File: config.mk
export PLATFORM = sky130hd
export DESIGN_NAME = power_mode_sequencer
export DESIGN_NICKNAME = d
export VERILOG_FILES = /design/src/design/power_mode_pkg.sv /design/src/design/power_mode_sequencer.sv
export VERILOG_INCLUDE_DIRS = /design/src /design/src/design
export SDC_FILE = /design/constraint.sdc
export NUM_CORES = 1
export LEC_CHECK = 0
export BUFFER_PORTS_ARGS = -buffer_cell sky130_fd_sc_hd__buf_2
export CORE_ASPECT_RATIO = 1.5
export CORE_UTILIZATION = 45
export CTS_CLUSTER_DIAMETER = 200
export DETAILED_ROUTE_END_ITERATION = 7
export HOLD_SLACK_MARGIN = 0.03
export PLACE_DENSITY_LB_ADDON = 0.08
export SETUP_SLACK_MARGIN = 0.1
export SLEW_MARGIN = 20
export SYNTH_ARGS = -nofsm -noshare
export SYNTH_HDL_FRONTEND = slang
export SYNTH_SLANG_ARGS = --single-unit
File: constraint.sdc
create_clock -name mclk_in -period 2 [get_ports mclk_in]
set_input_delay 0.2 -clock mclk_in [delete_from_list [all_inputs] [get_ports mclk_in]]
set_output_delay 0.2 -clock mclk_in [all_outputs]
set_load 0.03 [all_outputs]
File: src/design/power_mode_params.svh
// Timing counts and reset-cause field positions for the power mode sequencer.
// Assumes inclusion by the package, the sequencer module and the property checker.
`ifndef POWER_MODE_PARAMS_SVH
`define POWER_MODE_PARAMS_SVH

// ----------------------------------------
// Timing
// ----------------------------------------
`define CLK_PERIOD_NS     20
`define DS_WAKE_TIME_US   35
// Longest time rounds down to whole cycles
`define DS_WAKE_CYCLES    ((`DS_WAKE_TIME_US * 1000) / `CLK_PERIOD_NS)

// ----------------------------------------
// Reset cause bits
// ----------------------------------------
`define CAUSE_POR_BIT     0
`define CAUSE_BOD_BIT     1
`define CAUSE_WIDTH       2
`define CAUSE_RESET_VAL   2'h1

`endif

File: src/design/power_mode_pkg.sv
// Types shared by the power mode sequencer and its bench.
// Assumes the params header sits in the same folder.
`include "power_mode_params.svh"

package power_mode_pkg;

   typedef enum logic [2:0]
   {
      ST_HOLD  = 3'b000,
      ST_ACT   = 3'b001,
      ST_SLEEP = 3'b010,
      ST_DEEP  = 3'b011,
      ST_WAKE  = 3'b100
   } pm_state_t;

   typedef enum logic [1:0]
   {
      MODE_ACTIVE = 2'b00,
      MODE_SLEEP  = 2'b01,
      MODE_DEEP   = 2'b10
   } pm_mode_t;

   typedef struct packed
   {
      logic cpu_clk_en;
      logic flash_clk_en;
      logic sram_clk_en;
      logic periph_clk_en;
      logic hf_clk_en;
      logic cpu_pwr_en;
   } gate_ctrl_t;

endpackage

File: src/design/power_mode_sequencer.sv
// Power mode sequencer: Active, Sleep and Deep Sleep with wake timing,
// supply hold-off and brown-out reset.
// Assumes all inputs are synchronous to mclk_in; mclk_in is the always-on
// clock, high-speed logic is gated via hf_clk_en.
`timescale 1ns/1ns
`include "power_mode_params.svh"

// Summary of operation
// - Three modes only; all transitions handled by this sequencer.
// - Active keeps every clock enable on.
// - Sleep gates processor, flash, SRAM clocks; peripherals stay clocked.
// - Wake from Sleep restores processor clock next cycle, no delay.
// - Deep Sleep turns off high-speed clock and its logic.
// - Deep Sleep wake takes 35 us to Active.
// - After power-on, mode entry waits for supply-good.
// - Brown-out forces a system reset.
// - Wake-up detector stays powered in Deep Sleep; processor power removed.
// - Reset cause register survives the reset it records.
module power_mode_sequencer
#(
   parameter int WAKE_CYCLES = `DS_WAKE_CYCLES,
   parameter int IRQ_COUNT   = 8
)
(
   input  wire logic                          mclk_in,
   input  wire logic                          nrst_in,
   input  wire logic                          supply_good_in,
   input  wire logic                          brownout_in,
   input  wire logic                          sleep_req_in,
   input  wire logic                          deep_req_in,
   input  wire logic [IRQ_COUNT-1:0]          irq_in,
   input  wire logic [IRQ_COUNT-1:0]          irq_enable_in,
   input  wire logic                          cause_clear_in,
   output logic                               sys_rst_n_out,
   output power_mode_pkg::pm_mode_t           mode_out,
   output power_mode_pkg::gate_ctrl_t         gate_out,
   output logic                               wakeup_detector_en_out,
   output logic                               wake_event_out,
   output logic [`CAUSE_WIDTH-1:0]            reset_cause_out
);

   localparam int CW = $clog2(WAKE_CYCLES + 1);

   // ----------------------------------------
   // State
   // ----------------------------------------
   power_mode_pkg::pm_state_t  state;
   power_mode_pkg::pm_state_t  next_state;
   logic [CW-1:0]              wake_cnt;
   logic [CW-1:0]              next_wake_cnt;
   power_mode_pkg::pm_mode_t   next_mode;
   power_mode_pkg::gate_ctrl_t next_gate;
   logic                       next_det_en;
   logic                       next_rst_n;
   logic                       next_wake_event;
   logic [`CAUSE_WIDTH-1:0]    next_cause;
   logic                       wake;

   // ----------------------------------------
   // Wake detection
   // ----------------------------------------
   assign wake = |(irq_in & irq_enable_in);

   always_comb
   begin
      next_state      = state;
      next_wake_cnt   = wake_cnt;
      next_wake_event = 1'b0;
      if (brownout_in)
      begin
         next_state = power_mode_pkg::ST_HOLD;
      end
      else
      begin
         unique case (state)
            power_mode_pkg::ST_HOLD:
            begin
               if (supply_good_in)
               begin
                  next_state = power_mode_pkg::ST_ACT;
               end
            end
            power_mode_pkg::ST_ACT:
            begin
               // Deep request wins when both are raised
               if (deep_req_in)
               begin
                  next_state = power_mode_pkg::ST_DEEP;
               end
               else if (sleep_req_in)
               begin
                  next_state = power_mode_pkg::ST_SLEEP;
               end
            end
            power_mode_pkg::ST_SLEEP:
            begin
               if (wake)
               begin
                  next_state      = power_mode_pkg::ST_ACT;
                  next_wake_event = 1'b1;
               end
            end
            power_mode_pkg::ST_DEEP:
            begin
               if (wake)
               begin
                  next_state      = power_mode_pkg::ST_WAKE;
                  next_wake_cnt   = CW'(WAKE_CYCLES - 1);
                  next_wake_event = 1'b1;
               end
            end
            power_mode_pkg::ST_WAKE:
            begin
               // Counter covers regulator and oscillator restart
               if (wake_cnt == '0)
               begin
                  next_state = power_mode_pkg::ST_ACT;
               end
               else
               begin
                  next_wake_cnt = wake_cnt - 1'b1;
               end
            end
            default:
            begin
               next_state = power_mode_pkg::ST_HOLD;
            end
         endcase
      end
   end

   // ----------------------------------------
   // Outputs decoded from the next state
   // ----------------------------------------
   always_comb
   begin
      next_gate   = '0;
      next_mode   = power_mode_pkg::MODE_ACTIVE;
      next_det_en = 1'b0;
      next_rst_n  = 1'b1;
      unique case (next_state)
         power_mode_pkg::ST_HOLD:
         begin
            next_rst_n = 1'b0;
         end
         power_mode_pkg::ST_ACT:
         begin
            next_gate = '1;
         end
         power_mode_pkg::ST_SLEEP:
         begin
            next_mode                = power_mode_pkg::MODE_SLEEP;
            next_gate.periph_clk_en  = 1'b1;
            next_gate.hf_clk_en      = 1'b1;
            next_gate.cpu_pwr_en     = 1'b1;
         end
         power_mode_pkg::ST_DEEP:
         begin
            // All high-speed enables and processor power off
            next_mode   = power_mode_pkg::MODE_DEEP;
            next_det_en = 1'b1;
         end
         power_mode_pkg::ST_WAKE:
         begin
            next_mode   = power_mode_pkg::MODE_DEEP;
            next_det_en = 1'b1;
            next_gate.hf_clk_en  = 1'b1;
            next_gate.cpu_pwr_en = 1'b1;
         end
         default:
         begin
            next_rst_n = 1'b0;
         end
      endcase
   end

   // ----------------------------------------
   // Reset cause, sticky through brown-out
   // ----------------------------------------
   always_comb
   begin
      next_cause = reset_cause_out;
      if (cause_clear_in)
      begin
         next_cause = '0;
      end
      // Set wins over software clear
      if (brownout_in)
      begin
         next_cause[`CAUSE_BOD_BIT] = 1'b1;
      end
   end

   always_ff @(posedge mclk_in)
   begin
      if (!nrst_in)
      begin
         state                  <= power_mode_pkg::ST_HOLD;
         wake_cnt               <= '0;
         mode_out               <= power_mode_pkg::MODE_ACTIVE;
         gate_out               <= '0;
         wakeup_detector_en_out <= 1'b0;
         sys_rst_n_out          <= 1'b0;
         wake_event_out         <= 1'b0;
         reset_cause_out        <= `CAUSE_RESET_VAL;
      end
      else
      begin
         state                  <= next_state;
         wake_cnt               <= next_wake_cnt;
         mode_out               <= next_mode;
         gate_out               <= next_gate;
         wakeup_detector_en_out <= next_det_en;
         sys_rst_n_out          <= next_rst_n;
         wake_event_out         <= next_wake_event;
         reset_cause_out        <= next_cause;
      end
   end

endmodule

## Word level (Yosys, flattened, before mapping)

Cells that the tools add are included.

| cells by class | value |
|---|---|
| bitwise operators | 4 |
| add/subtract/negate cells | 1 |
| muxes and demuxes | 20 |
| reductions and logical operators | 12 |
| eq/ne operators | 10 |

Operator list:

| cell | number |
|---|---|
| 3-bit two-way mux | 8 |
| 11-bit two-way mux | 2 |
| 11-bit one-hot mux with 2 select lines | 1 |
| 3-bit one-hot mux with 5 select lines | 1 |
| 3-bit by 2-bit equality test with 1-bit output (second input constant) | 4 |
| 11-bit logical NOT | 1 |
| 11-bit by 1-bit subtractor with 11-bit output (second input constant) | 1 |
| 8-bit bitwise AND | 1 |
| 8-bit OR reduction | 1 |
| 3-bit by 1-bit equality test with 1-bit output (second input constant) | 2 |
| 3-bit equality test (second input constant) | 2 |
| 2-bit OR reduction | 3 |
| 3-bit OR reduction | 2 |
| 1-bit two-way mux | 5 |
| 2-bit two-way mux | 2 |
| 2-bit != test (second input constant) | 2 |
| 2-bit one-hot mux with 2 select lines | 1 |
| 4-bit AND reduction | 1 |
| 2-bit nonzero test | 2 |
| 4-bit OR reduction | 1 |
| 3-bit logical NOT | 1 |
| 1-bit NOT | 3 |

| storage, ports and cells | value |
|---|---|
| output and inout port bits | 13 |
| register bits after elaboration | 27 |
| bits of input ports | 23 |

## Depth between registers and ports, before layout

| depth | value |
|---|---|
| word-level depth | 8 |
| mapped depth | 10 |
| gate-level depth less buffers | 8 |

## Least setup slack after synthesis

No wires, ideal clock.

| timing path | value |
|---|---|
| path type | register to register |
| start point | register wake_cnt[0] |
| end point | register wake_cnt[7] |
| clock period less this slack | 2,134 ps |
| slack | -134 ps |
| buffers on the path | 2 |
| stages on the path, launching flop included | 10 |
| data arrival time | 2,016 ps |
| data required time | 1,882 ps |
| library setup time | 118 ps |
| path through | dfxtp_1 -> inv_1 -> ha_1 -> or4b_1 -> buf_2 -> nor4_2 -> nor3_2 -> or2_0 -> buf_2 -> o2111a_1 |

| on the way | value |
|---|---|
| word-level cells in the longest chain between the ends | 3 |
| elaborated cells on any way between the ends | 6 |

RTL lines:

| element | RTL line | source |
|---|---|---|
| start, declared | power_mode_sequencer.sv:49 | `logic [CW-1:0] wake_cnt;` |
| start signal, assigned | power_mode_sequencer.sv:210 | `wake_cnt <= next_wake_cnt;` |
| 11-bit by 1-bit subtractor with 11-bit output or 11-bit logical NOT (tied branches) | power_mode_sequencer.sv:121, power_mode_sequencer.sv:115 |  |
| 11-bit two-way mux or 2-bit != test (tied branches) | - |  |
| 11-bit one-hot mux with 2 select lines or 4-bit AND reduction (tied branches) | - |  |

Parallel ways exist; a longest one is shown, timed or not. The select of a mux whose other input is x is not followed.
A chain may end at the register's enable or synchronous reset.

## Final worst setup path

| timing path | value |
|---|---|
| start point | register wake_cnt[8] |
| end point | register gate_out[1] in the netlist's numbering |

| on the way | value |
|---|---|
| word-level cells in the longest chain between the ends | 7 |
| elaborated cells on any way between the ends | 9 |

RTL lines:

| element | RTL line | source |
|---|---|---|
| 11-bit logical NOT * | power_mode_sequencer.sv:115 | `if (wake_cnt == '0)` |
| 3-bit two-way mux * | power_mode_sequencer.sv:115 |  |
| 3-bit one-hot mux with 5 select lines * | power_mode_sequencer.sv:75 | `unique case (state)` |
| 3-bit two-way mux * | power_mode_sequencer.sv:69 | `if (brownout_in)` |
| 3-bit by 2-bit equality test with 1-bit output, or another cell as far along | power_mode_sequencer.sv:141 | `unique case (next_state)` |
| 3-bit OR reduction (no source line) * | - |  |
| 2-bit two-way mux * | power_mode_sequencer.sv:141 |  |
| end signal, assigned | power_mode_sequencer.sv:212 | `gate_out <= next_gate;` |
| end, declared | power_mode_sequencer.sv:36 | `output power_mode_pkg::gate_ctrl_t gate_out,` |

Every way passes the cells marked *; elsewhere a longest branch is shown, timed or not.

==> results.md <==
- Min Tclk post-route: 2160 ps
- ANT cells: 0
- Synth Warn #: 0
- Met3 Resource Use GR: 0.0418
- Antenna violations before repair: 0
- Row count: 22
- WL/cell: 14.0 um
- Critical Path RT: 2230 ps
- Max Fclk: 462 MHz
- DP Wirelength: 2150 um
- GR peak layer: met2
- Least-Margin Pin Slew: 724 ps
- IO Count: 36
- Vias in the first global route: 1059
- Initial core utilization: 0.479
- GP Congestion: 0.856
- Hold_sp: cause_clear_in
- Largest net degree at the start of global routing: 23
- Area delta synth->final: 40.7%
- Max cap viols: 0
- Worst Setup Start Kind: flop
- Failing checks: design-rule violations, negative setup slack
- Via count: 1198
- Post-synthesis async set-or-reset flop share: 0
- Number of synthesized register bits: 24
- Share of cells above drive strength 1: 0.452
- CP Capture Type: flop
- Rel. slew slack: 0.512
- First-pass GRT wire length: 4750 um
- Pins Over Slew Limit: 0
- Leakage power: 0.000744 uW
- H-tree depth: 1
- Cell area after layout: 1670 um2
- CP max FO: 3
- Mapped Nets: 159
- Setup-failing EPs final: 15
- Met1 Resource Use GR: 0.257
- Grt ovf: 0
- Bufs on Longest Clock Path: 2
- Drc violations: 3
- Post-synth top flop: dfxtp_1
- Clk sinks: 24
- DRT Wirelength: 2940 um
- RSZ-0062 raised after global routing: yes
- Pwr Total: 989 uW
- Clk root buf: clkbuf_4
- GRT Total Usage: 0.216
- Post-DRT Antenna Nets: 0
- Initial DRC Count: 39
- Setup ws final: -163 ps
- Later-pin clock latency in the skew report: 320 ps
- Final period util: 1.08
- Met2 usage: 0.366
- Sequential area share after synthesis: 0.405
- Die footprint: 2850 um2
- # nets final: 211
- Reg-to-Reg End: gate_out[1]
- Fin. Hold Viols: 0
- Clk slew on worst S/H paths: 130 ps
- Non-Filler Instances: 210
- Setup total negative slack: -1190 ps
- Post-CTS Hold Buffers: 0
- Status: finished with violations
- Hold depth: 2
- Max VDD drop: 547 uV
- Post-synth EDFFs: 0
- Arrival @ worst endpoint: 2400 ps
- Worst Hold Class: in2reg
- Die height: 64.9 um
- Synth unique cells: 47
- CTS tree: yes
- Core ar.: 2480 um2
- Placement Cell Area: 1490 um2
- CP Class: reg2reg
- R2R setup slack: -160 ps
- Clock skew: 2.59 ps
- Pre-antenna DRT Iters: 7
- Power Density: 592 nW/um2
- CTS Buf Count: 3
- PortBufs: 35
- RR Startpoint: wake_cnt[8]
- R2R depth: 6
- Mapped Cells: 135
- Worst Hold End: reset_cause_out[0]
- Vias/cell: 5.70
- Die X: 43.9 um
- Cell Count Post-Placement: 201
- Post-Syn Area: 1190 um2
- Syn Area/Cell: 8.79 um2
## state kept, by name (all words and copies together), names as in the netlist
name                    flops
wake_cnt                   11
gate_out                    3
state                       3
mode_out                    2
reset_cause_out             2
sys_rst_n_out               1
wake_event_out              1
wakeup_detector_en_out      1
## power by group
part / internal [uW] / switching (uW)
clock network: 203 / 152
logic: 57.5 / 80.8
registers: 489 / 6.77
## worst max path at each step
| stage | depth (start not counted) | start | slack, ps | end |
|---|---|---|---|---|
| global placement | 6 | wake_cnt[8] | -140 | gate_out[1] |
| global route | 7 | wake_cnt[8] | -220 | wakeup_detector_en_out |
| detailed placement | 8 | wake_cnt[0] | -180 | mode_out[1] |
| finish | 6 | wake_cnt[8] | -160 | gate_out[1] |
| floorplan | 6 | wake_cnt[8] | -30 | gate_out[1] |
| CTS | 6 | wake_cnt[8] | -120 | gate_out[1] |
## area by class of cell
type	count	area [um2]
Clock buffer	3	22.5
Clock inverter	1	30.0
Fill cell	214	808
Inverter	4	15.0
Multi-Input combinational cell	97	748
Sequential cell	24	483
Tap cell	24	30.0
Timing Repair Buffer	57	340
## cell usage after synthesis (all sizes together), types with 2 or more instances
library cell | number | area, um2
a211oi | 2 | 25.0
a21oi | 4 | 20.0
a22oi | 4 | 30.0
and2 | 4 | 25.0
buf | 6 | 37.5
clkbuf | 4 | 15.0
dfxtp | 24 | 480
inv | 4 | 15.0
nand2 | 8 | 30.0
nor2 | 13 | 48.8
nor2b | 5 | 31.3
nor3 | 6 | 35.0
nor4 | 2 | 18.8
o21a | 4 | 30.0
o21ai | 12 | 63.8
o221ai | 2 | 17.5
o31a | 4 | 35.0
or2 | 2 | 12.5
or4 | 2 | 18.8
xor2 | 3 | 26.3
## metrics by stage
stage	setup WS [ps]	util	hold slack, ps
after global placement	-143	0.599	402
after detailed placement	-176	0.599	418
after floorplan	-29.6	-	300
after global routing	-220	0.674	70.1
final	-163	0.674	64.3
after CTS	-122	0.649	69.0
## routing by layer
metal | vias up | share of wire
met5 | - | 0
met4 | 0 | 0.026
met3 | 7 | 0.055
met2 | 39 | 0.51
met1 | 564 | 0.40
li1 | 588 | -
## timing repair
action	CTS	global route
buffers inserted	2	3
pin swaps	2	8
hold endpoints to repair	0	0
resized for setup	15	9
endpoints found under the setup margin	19	20
## cell usage in the layout (no fill, tap or decap), drive strengths merged, types with 2 or more instances in the layout
| master | n |
|---|---|
| o31a | 4 |
| nand2 | 8 |
| and2 | 4 |
| clkbuf | 3 |
| a22oi | 4 |
| o21a | 4 |
| nor4 | 2 |
| o221ai | 2 |
| inv | 4 |
| buf | 57 |
| a211oi | 2 |
| a21oi | 4 |
| dfxtp | 24 |
| or2 | 2 |
| o21ai | 12 |
| nor2 | 13 |
| nor3 | 6 |
| or4 | 2 |
| nor2b | 5 |
| xor2 | 3 |
## cell families (layout without fill, tap and decap cells)
| kind of cell | Yosys count | in the layout | share of synthesized area |
|---|---|---|---|
| AND/OR/NAND/NOR | 50 | 50 | 0.233 |
| XOR/XNOR | 4 | 4 | 0.0295 |
| flip-flops | 24 | 24 | 0.405 |
| AO/OA/AOI/OAI | 42 | 42 | 0.265 |
| buffers and inverters | 14 | 65 | 0.0569 |
| adder cells (fa/ha/maj) | 1 | 1 | 0.0105 |
## worst max-delay path, stage by stage (launching register included)
cell and delay [ps]:
dfxtp_2 340, or4_4 540, or3_4 340, o31a_1 350
o221a_1 260, a21oi_2 160, a21boi_1 80
Note: power is estimated with default switching activity, not from simulation.
